### src/hdl/ccsf_pkg.sv
// Functional notes
// abort register: 32-bit RW, resets zero, reads back; one requests, zero withdraws
// in execution with abort set, the engine may stop early
// after abort, finish with response or aborted code, then go to completion
// after abort, finish or abandon before the long timeout
// on finish or abandon after abort, launch register is cleared
// abort writes outside execution take no effect; the code still accepts writes of zero there
// launch register: 32-bit RW, zero reset; one starts execution from reception
// launch write of one outside reception has no effect
// software writes of zero to launch are ignored
// on processing done, clear launch and enter completion
// ready to reception on first buffer byte; stay until launch
// stay in completion until return-to-idle request
// idle with idle indicator on return-to-idle or locality change
// after platform init the block starts idle with indicator set
// make-ready in idle enters ready and clears state register; the code clears only the idle indicator, the timeout error bit stays set
// idle-skip capability: make-ready in completion goes straight to ready
// return-to-idle discards buffer, goes idle, sets idle indicator
// make-ready in idle goes ready, request bit self-clears quickly
// request register writes ignored during execution
// response is held until return-to-idle or make-ready request
// abort request is registered before the execution logic uses it
// long and short timeouts are cycle-count parameters with a monitor
package ccsf_pkg;
   localparam logic [11:0] ADDR_ABORT = 12'h000;
   localparam logic [11:0] ADDR_LAUNCH = 12'h004;
   localparam logic [11:0] ADDR_REQUEST = 12'h008;
   localparam logic [11:0] ADDR_STATE = 12'h00C;
   localparam logic [11:0] ADDR_FSM = 12'h010;
   localparam logic [31:0] REG_ZERO = 32'h00000000;
   localparam logic [31:0] REG_ONE = 32'h00000001;
   localparam int REQ_READY_BIT = 0;
   localparam int REQ_IDLE_BIT = 1;
   localparam int STS_ERR_BIT = 0;
   localparam int STS_IDLE_BIT = 1;
   localparam int CMD_BYTE_BITS = 8;
   // long timeout 2 s, short timeout 200 ms, clock 5 ns
   localparam longint LONG_TIMEOUT_NS = 64'h0000000077359400;
   localparam longint SHORT_TIMEOUT_NS = 64'h000000000BEBC200;
   localparam longint CLK_PERIOD_NS = 64'h0000000000000005;
   localparam longint LONG_CYCLES_DEF = LONG_TIMEOUT_NS / CLK_PERIOD_NS;
   localparam longint SHORT_CYCLES_DEF = SHORT_TIMEOUT_NS / CLK_PERIOD_NS;
   typedef enum logic [2:0] {
      CCSF_IDLE = 3'b000,
      CCSF_READY = 3'b001,
      CCSF_RECEPTION = 3'b010,
      CCSF_EXECUTION = 3'b011,
      CCSF_COMPLETION = 3'b100
   } ccsf_state_t;
endpackage

### src/hdl/ccsf_crb_ctrl.sv
`timescale 1ns/1ps
module ccsf_crb_ctrl #(
   parameter logic [31:0] LONG_CYCLES = 32'(ccsf_pkg::LONG_CYCLES_DEF),
   parameter logic [31:0] SHORT_CYCLES = 32'(ccsf_pkg::SHORT_CYCLES_DEF)
) (
   input wire logic pclk,
   input wire logic presetn,
   input wire logic psel,
   input wire logic penable,
   input wire logic pwrite,
   input wire logic [11:0] paddr,
   input wire logic [31:0] pwdata,
   output logic [31:0] prdata,
   output logic pready,
   output logic pslverr,
   input wire logic idle_skip_capability,
   input wire logic locality_change,
   input wire logic cmd_byte_written,
   input wire logic engine_done,
   input wire logic engine_aborted,
   output logic engine_begin,
   output logic engine_abort,
   output logic buffer_discard,
   output logic timeout_error
);
   ccsf_pkg::ccsf_state_t state_reg, state_next;
   logic [31:0] abort_reg, abort_next;
   logic [31:0] launch_reg, launch_next;
   logic [1:0] request_reg, request_next;
   logic idle_ind_reg, idle_ind_next;
   logic abort_smp_reg, abort_smp_next;
   logic abort_out_reg, abort_out_next;
   logic [31:0] prdata_reg, prdata_next;
   logic pready_reg, pready_next;
   logic pslverr_reg, pslverr_next;
   logic begin_reg, begin_next;
   logic discard_reg, discard_next;
   logic [31:0] long_cnt_reg, long_cnt_next;
   logic [31:0] short_cnt_reg, short_cnt_next;
   logic tmo_reg, tmo_next;
   logic wr_en;
   logic rd_en;
   logic wr_one;
   logic wr_zero;

   function automatic logic hit(input logic [11:0] a, input logic [11:0] b);
      hit = (a[11:2] == b[11:2]);
   endfunction

   // execution is the one state that locks out requests and takes aborts
   function automatic logic in_exec(input ccsf_pkg::ccsf_state_t s);
      in_exec = (s == ccsf_pkg::CCSF_EXECUTION);
   endfunction

   // access phase taken in one cycle: pready high in the second cycle
   assign wr_en = psel && penable && pwrite && !pready_reg;
   assign rd_en = psel && penable && !pwrite && !pready_reg;
   assign wr_one = (pwdata == ccsf_pkg::REG_ONE);
   assign wr_zero = (pwdata == ccsf_pkg::REG_ZERO);

   always_comb begin
      state_next = state_reg;
      launch_next = launch_reg;
      request_next = request_reg;
      idle_ind_next = idle_ind_reg;
      begin_next = 1'b0;
      discard_next = 1'b0;
      if (wr_en && hit(paddr, ccsf_pkg::ADDR_REQUEST) &&
          !in_exec(state_reg)) begin
         if (pwdata[ccsf_pkg::REQ_READY_BIT]) begin
            request_next[ccsf_pkg::REQ_READY_BIT] = 1'b1;
         end
         if (pwdata[ccsf_pkg::REQ_IDLE_BIT]) begin
            request_next[ccsf_pkg::REQ_IDLE_BIT] = 1'b1;
         end
      end
      unique case (state_reg)
         ccsf_pkg::CCSF_IDLE: begin
            request_next[ccsf_pkg::REQ_IDLE_BIT] = 1'b0;
            if (request_reg[ccsf_pkg::REQ_READY_BIT]) begin
               state_next = ccsf_pkg::CCSF_READY;
               request_next[ccsf_pkg::REQ_READY_BIT] = 1'b0;
               idle_ind_next = 1'b0;
            end
         end
         ccsf_pkg::CCSF_READY: begin
            request_next[ccsf_pkg::REQ_READY_BIT] = 1'b0;
            if (cmd_byte_written) begin
               state_next = ccsf_pkg::CCSF_RECEPTION;
            end
         end
         ccsf_pkg::CCSF_RECEPTION: begin
            request_next[ccsf_pkg::REQ_READY_BIT] = 1'b0;
            // launch only from reception, and only on a write of one
            if (wr_en && hit(paddr, ccsf_pkg::ADDR_LAUNCH) &&
                wr_one) begin
               launch_next = ccsf_pkg::REG_ONE;
               state_next = ccsf_pkg::CCSF_EXECUTION;
               begin_next = 1'b1;
            end
         end
         ccsf_pkg::CCSF_EXECUTION: begin
            // done or aborted response, then completion
            if (engine_done || engine_aborted) begin
               launch_next = ccsf_pkg::REG_ZERO;
               state_next = ccsf_pkg::CCSF_COMPLETION;
            end
         end
         ccsf_pkg::CCSF_COMPLETION: begin
            // response held: no discard until a request or a locality change arrives
            if (request_reg[ccsf_pkg::REQ_READY_BIT]) begin
               request_next[ccsf_pkg::REQ_READY_BIT] = 1'b0;
               if (idle_skip_capability) begin
                  state_next = ccsf_pkg::CCSF_READY;
                  discard_next = 1'b1;
               end
            end
         end
         default: begin
            state_next = ccsf_pkg::CCSF_IDLE;
         end
      endcase
      // return-to-idle beats make-ready from any state but execution and idle
      if ((request_reg[ccsf_pkg::REQ_IDLE_BIT] &&
           state_reg != ccsf_pkg::CCSF_EXECUTION &&
           state_reg != ccsf_pkg::CCSF_IDLE) || locality_change) begin
         state_next = ccsf_pkg::CCSF_IDLE;
         idle_ind_next = 1'b1;
         discard_next = 1'b1;
         request_next = 2'b00;
         launch_next = ccsf_pkg::REG_ZERO;
      end
   end

   always_ff @(posedge pclk or negedge presetn) begin
      if (!presetn) begin
         state_reg <= ccsf_pkg::CCSF_IDLE;
         idle_ind_reg <= 1'b1;
         launch_reg <= ccsf_pkg::REG_ZERO;
         request_reg <= 2'b00;
         begin_reg <= 1'b0;
         discard_reg <= 1'b0;
      end else begin
         state_reg <= state_next;
         idle_ind_reg <= idle_ind_next;
         launch_reg <= launch_next;
         request_reg <= request_next;
         begin_reg <= begin_next;
         discard_reg <= discard_next;
      end
   end

   // abort register: software may write zero at any moment, other values only in execution
   always_comb begin
      abort_next = abort_reg;
      // sampled once more before the engine is told
      abort_smp_next = (abort_reg == ccsf_pkg::REG_ONE);
      // registered output drops as soon as execution ends
      abort_out_next = abort_smp_next && in_exec(state_next);
      if (wr_en && hit(paddr, ccsf_pkg::ADDR_ABORT)) begin
         // zero always accepted so a stale abort can be withdrawn
         if (in_exec(state_reg) || wr_zero) begin
            abort_next = pwdata;
         end
      end
   end

   always_ff @(posedge pclk or negedge presetn) begin
      if (!presetn) begin
         abort_reg <= ccsf_pkg::REG_ZERO;
         abort_smp_reg <= 1'b0;
         abort_out_reg <= 1'b0;
      end else begin
         abort_reg <= abort_next;
         abort_smp_reg <= abort_smp_next;
         abort_out_reg <= abort_out_next;
      end
   end

   // timeout monitor
   always_comb begin
      long_cnt_next = 32'h00000000;
      short_cnt_next = 32'h00000000;
      tmo_next = tmo_reg;
      if (state_reg == ccsf_pkg::CCSF_EXECUTION && abort_smp_reg) begin
         long_cnt_next = long_cnt_reg + 32'h00000001;
      end
      if (request_reg != 2'b00) begin
         short_cnt_next = short_cnt_reg + 32'h00000001;
      end
      if (long_cnt_reg >= LONG_CYCLES || short_cnt_reg >= SHORT_CYCLES) begin
         tmo_next = 1'b1;
      end
   end

   always_ff @(posedge pclk or negedge presetn) begin
      if (!presetn) begin
         long_cnt_reg <= 32'h00000000;
         short_cnt_reg <= 32'h00000000;
         tmo_reg <= 1'b0;
      end else begin
         long_cnt_reg <= long_cnt_next;
         short_cnt_reg <= short_cnt_next;
         tmo_reg <= tmo_next;
      end
   end

   always_comb begin
      prdata_next = ccsf_pkg::REG_ZERO;
      pready_next = psel && penable && !pready_reg;
      pslverr_next = 1'b0;
      if (rd_en || wr_en) begin
         if (hit(paddr, ccsf_pkg::ADDR_ABORT)) begin
            prdata_next = rd_en ? abort_reg : ccsf_pkg::REG_ZERO;
         end else if (hit(paddr, ccsf_pkg::ADDR_LAUNCH)) begin
            prdata_next = rd_en ? launch_reg : ccsf_pkg::REG_ZERO;
         end else if (hit(paddr, ccsf_pkg::ADDR_REQUEST)) begin
            prdata_next = rd_en ? {30'h0, request_reg} : ccsf_pkg::REG_ZERO;
         end else if (hit(paddr, ccsf_pkg::ADDR_STATE)) begin
            if (rd_en) begin
               prdata_next[ccsf_pkg::STS_IDLE_BIT] = idle_ind_reg;
               prdata_next[ccsf_pkg::STS_ERR_BIT] = tmo_reg;
            end
         end else if (hit(paddr, ccsf_pkg::ADDR_FSM)) begin
            prdata_next = rd_en ? {29'h0, state_reg} : ccsf_pkg::REG_ZERO;
         end else begin
            pslverr_next = 1'b1;
         end
      end
   end

   always_ff @(posedge pclk or negedge presetn) begin
      if (!presetn) begin
         prdata_reg <= ccsf_pkg::REG_ZERO;
         pready_reg <= 1'b0;
         pslverr_reg <= 1'b0;
      end else begin
         prdata_reg <= prdata_next;
         pready_reg <= pready_next;
         pslverr_reg <= pslverr_next;
      end
   end

   assign prdata = prdata_reg;
   assign pready = pready_reg;
   assign pslverr = pslverr_reg;
   assign engine_begin = begin_reg;
   // engine may use this to stop early, or ignore it
   assign engine_abort = abort_out_reg;
   assign buffer_discard = discard_reg;
   assign timeout_error = tmo_reg;
endmodule // ccsf_crb_ctrl

### config.mk
export PLATFORM = sky130hd
export DESIGN_NAME = ccsf_crb_ctrl
export DESIGN_NICKNAME = d
export VERILOG_FILES = /design/src/hdl/ccsf_pkg.sv /design/src/hdl/ccsf_crb_ctrl.sv
export SDC_FILE = /design/constraint.sdc
export NUM_CORES = 1
export LEC_CHECK = 0
export BUFFER_PORTS_ARGS = -buffer_cell sky130_fd_sc_hd__buf_2
export CORE_ASPECT_RATIO = 0.9
export CORE_MARGIN = 8
export CORE_UTILIZATION = 55
export DETAILED_ROUTE_END_ITERATION = 10
export HOLD_SLACK_MARGIN = 0.1
export PLACE_DENSITY = 0.77
export SLEW_MARGIN = 20
export SYNTH_ARGS = -nofsm -noshare
export SYNTH_HDL_FRONTEND = slang
export SYNTH_SLANG_ARGS = --single-unit
### constraint.sdc
create_clock -name pclk -period 2.62 [get_ports pclk]
set_clock_uncertainty 0.05 [all_clocks]
set_input_delay 0.524 -clock pclk [delete_from_list [all_inputs] [get_ports pclk]]
set_output_delay 0.524 -clock pclk [all_outputs]
set_load 0.1 [all_outputs]
==> flow_results.xml <==
<?xml version="1.0" encoding="UTF-8"?>
<metrics>
  <group name="logic_synthesis">
    <metric name="syn-instance-count" unit="">701</metric>
    <metric name="mappedNetlistArea" unit="um^2">6800</metric>
    <metric name="async_flop_share" unit="%">100</metric>
    <metric name="yosys_warnings" unit="">0</metric>
    <metric name="seq_area_frac_synth" unit="%">52.3</metric>
    <metric name="synth_cell_type_count" unit="">53</metric>
    <metric name="synth-seq-cells" unit="">142</metric>
    <metric name="synth_nets" unit="">759</metric>
    <metric name="synth_edf_count" unit="">0</metric>
    <metric name="syn_area_per_cell" unit="um^2">9.70</metric>
    <metric name="ys.flop_type" unit="">sky130_fd_sc_hd__dfrtp_1</metric>
  </group>
  <group name="timing">
    <metric name="slew_headroom" unit="%">59.0</metric>
    <metric name="layout_min_cycle_time" unit="ns">2.08</metric>
    <metric name="postLayoutSetupSlackWorst" unit="ns">0.539</metric>
    <metric name="max_clock_freq" unit="MHz">481</metric>
    <metric name="setup_tns" unit="ns">0</metric>
    <metric name="finalCritPeriodShare" unit="%">79.4</metric>
    <metric name="final_slew_violations" unit="">0</metric>
    <metric name="timing_hold_violations_final" unit="">0</metric>
    <metric name="finalSetupViolCount" unit="">0</metric>
    <metric name="max_slew.worst_pin.slew" unit="ns">0.611</metric>
    <metric name="grt_setup_unrepaired" unit="">false</metric>
  </group>
  <group name="power_and_ir_drop">
    <metric name="irDropWorstVdd" unit="mV">0.775</metric>
    <metric name="power_per_cell_area" unit="nW/um^2">611</metric>
    <metric name="sequentialPowerShare" unit="%">44.3</metric>
    <metric name="power.switching" unit="W">0.00101</metric>
    <metric name="power.static_leakage" unit="nW">3.56</metric>
    <metric name="switching_share" unit="%">20.4</metric>
    <metric name="internal_power_contribution" unit="W">0.00395</metric>
    <metric name="power.combinational.fraction" unit="%">3.2</metric>
    <metric name="p_clk_share" unit="%">52.5</metric>
  </group>
  <group name="cts">
    <metric name="worst_setup_hold_path_clk_slew" unit="ns">0.06</metric>
    <metric name="numCtsBuffers" unit="">17</metric>
    <metric name="cts.root.buffer_cell" unit="">sky130_fd_sc_hd__clkbuf_16</metric>
    <metric name="cts_setup_buffers" unit="">0</metric>
    <metric name="cts-resized-gates" unit="">0</metric>
    <metric name="clock_latency" unit="ns">0.42</metric>
    <metric name="ctsLongestPathBuffers" unit="">2</metric>
    <metric name="clock_tree_from_tritoncts" unit="">done</metric>
    <metric name="holdBufCountCts" unit="">1</metric>
    <metric name="clock-sinks" unit="">142</metric>
    <metric name="htreeDepth" unit="">4</metric>
  </group>
  <group name="die">
    <metric name="io-pin-count" unit="">92</metric>
    <metric name="std_cell_rows" unit="">38</metric>
    <metric name="placeableCoreArea" unit="um^2">12100</metric>
    <metric name="die_y" unit="um">121</metric>
    <metric name="floorplan.initialDensity" unit="%">56.3</metric>
    <metric name="dieArea" unit="um^2">16200</metric>
    <metric name="die_width" unit="um">133</metric>
  </group>
  <group name="cells_and_area">
    <metric name="multi_input_area" unit="um^2">3050</metric>
    <metric name="final_layout_size_suffix_gt1_share" unit="%">20.1</metric>
    <metric name="layout.cells.most_common_list" unit="">sky130_fd_sc_hd__dfrtp_1, sky130_fd_sc_hd__nand2_1, sky130_fd_sc_hd__buf_2</metric>
    <metric name="layout.filler_cells" unit="">922</metric>
    <metric name="n_antenna_cell" unit="">0</metric>
    <metric name="area_delta_synth_final" unit="%">19.5</metric>
    <metric name="most_common_cell_after_layout_fill_and_taps_aside" unit="">sky130_fd_sc_hd__dfrtp_1</metric>
    <metric name="nNetsFinal" unit="">852</metric>
    <metric name="seqCellArea" unit="um^2">3550</metric>
  </group>
  <group name="critical_path">
    <metric name="worstPathCellList" unit="">nand4_1 &gt; nor3_2 &gt; nand4_1 &gt; or3_1 &gt; a21oi_1</metric>
    <metric name="required" unit="ns">2.91</metric>
    <metric name="critPathCaptureType" unit="">register</metric>
    <metric name="timing_worst_setup_path_type" unit="">register to register</metric>
    <metric name="crit_arrival" unit="ns">2.37</metric>
    <metric name="crit_path_start_kind" unit="">register</metric>
    <metric name="critPathTopFamily" unit="">simple AND/OR/NAND/NOR gates</metric>
    <metric name="crit_slowest_cell" unit="">sky130_fd_sc_hd__nor3_2</metric>
    <metric name="crit_path_max_incr_delay" unit="ns">0.55</metric>
    <metric name="cp_common_cell" unit="">sky130_fd_sc_hd__nand4_1</metric>
    <metric name="worst-path-buf-inv" unit="">0</metric>
    <metric name="critical_path_peak_fanout" unit="">10</metric>
  </group>
  <group name="global_route">
    <metric name="globalRoute.totalOverflow" unit="">0</metric>
    <metric name="wire_length_of_the_first_global_routing_pass" unit="mm">26.3</metric>
    <metric name="track_usage" unit="%">19.9</metric>
    <metric name="grt_max_degree" unit="">64</metric>
    <metric name="vias_in_the_first_global_route" unit="">5398</metric>
    <metric name="antenna_found_initial" unit="">0</metric>
  </group>
  <group name="run">
    <metric name="max-cap-violations" unit="">0</metric>
  </group>
  <group name="place">
    <metric name="detailedPlacementHpwl" unit="mm">11.0</metric>
    <metric name="gp_congestion" unit="">0.838</metric>
    <metric name="number_of_port_buffers" unit="">89</metric>
    <metric name="pre_cts_ws" unit="ns">0.169</metric>
  </group>
  <group name="drt">
    <metric name="drt_first_pass_iters" unit="">5</metric>
    <metric name="via_count" unit="">5559</metric>
    <metric name="ant_nets" unit="">0</metric>
    <metric name="wl_per_cell" unit="um">16.1</metric>
    <metric name="drc_violations_left" unit="">0</metric>
    <metric name="drt-vias-per-instance" unit="">5.75</metric>
    <metric name="routed_wl" unit="mm">15.6</metric>
    <metric name="first_iter_violations" unit="">523</metric>
  </group>
  <group name="outcome">
    <metric name="status" unit="">complete, no violations</metric>
  </group>
  <group name="worst_hold_path">
    <metric name="hold_path_class" unit="">input port to register</metric>
  </group>
</metrics>
## power groups by stage
stage | Clock, W | Combinational (W) | Sequential (W)
final | 0.00261 | 0.000158 | 0.00220
after global routing | 0.00273 | 0.000177 | 0.00220
after CTS | 0.00264 | 0.000161 | 0.00220
after detailed placement | 0 | 0.000158 | 0.00224
after global placement | 0 | 0.000157 | 0.00224
after floorplan | 0 | 0.0000282 | 0.00226
## cell type report
cell class | instances | share of cell area, %
Sequential cell | 142 | 43.8
Multi-Input combinational cell | 513 | 37.6
Timing Repair Buffer | 107 | 7.72
Clock buffer | 21 | 5.55
Tap cell | 160 | 2.46
Clock inverter | 11 | 2.33
Inverter | 13 | 0.601
## routing by layer
layer,up-vias,global-route usage (%),share of wire [%]
li1,2673,-,-
met1,2715,26.7,47
met2,156,30.5,47
met3,15,5.26,5.2
met4,0,7.29,1.4
met5,-,0,0
## tightest hold or removal path: stages
cell	delay (ns)
sky130_fd_sc_hd__buf_2	0.09
sky130_fd_sc_hd__a22oi_1	0.06
sky130_fd_sc_hd__o21ai_0	0.07
## cell usage after synthesis, types with 17 or more instances
library cell	instances	area (um^2)
sky130_fd_sc_hd__dfrtp_1	141	3530
sky130_fd_sc_hd__nand2_1	93	349
sky130_fd_sc_hd__nor2_1	88	330
sky130_fd_sc_hd__o211ai_1	54	405
sky130_fd_sc_hd__xor2_1	37	324
sky130_fd_sc_hd__nand3_1	29	145
sky130_fd_sc_hd__nor4_1	27	169
sky130_fd_sc_hd__nand4_1	25	156
sky130_fd_sc_hd__clkbuf_1	24	90.1
sky130_fd_sc_hd__xnor2_1	19	166
sky130_fd_sc_hd__and2_1	17	106
sky130_fd_sc_hd__and2_2	17	128
## stage by stage
step                      total power (W)  util [%]  hold slack (ns)  instance area [um^2]  instances
final                             0.00496      67.3            0.305                  8120        967
after global routing              0.00511      67.3            0.305                  8120        967
after CTS                         0.00500      67.3            0.291                  8120        967
after detailed placement          0.00239      61.9            0.428                  7470        934
after global placement            0.00239      61.9            0.430                  7470        934
after floorplan                   0.00228         -            0.178                  6800        701
## final timing paths
check / cells past startpoint / slack (ns) / start / endpoint
max in group asynchronous: 3 / 1.20 / presetn / pslverr
max reg2reg: 5 / 0.54 / long_cnt_reg[9] / long_cnt_reg[28]
min in group asynchronous: 2 / 0.61 / presetn / prdata[24]
min: 3 / 0.31 / pwdata[2] / abort_reg[2]
min reg2reg: 2 / 0.44 / idle_ind_reg / idle_ind_reg
max: 5 / 0.54 / long_cnt_reg[9] / long_cnt_reg[28]
## cells by family (layout without fill, tap and decap cells)
group / Yosys count / after routing / synth area share, %
AOI/OAI and AO/OA: 101 / 101 / 10.3
xor gates and xnor gates: 56 / 56 / 7.21
adders and majority gates: 4 / 4 / 0.736
buffers and inverters: 46 / 152 / 2.85
DFF: 142 / 142 / 52.3
muxes: 4 / 4 / 0.791
and+or+nand+nor: 348 / 348 / 25.8
(Power assumes the default switching activity.)
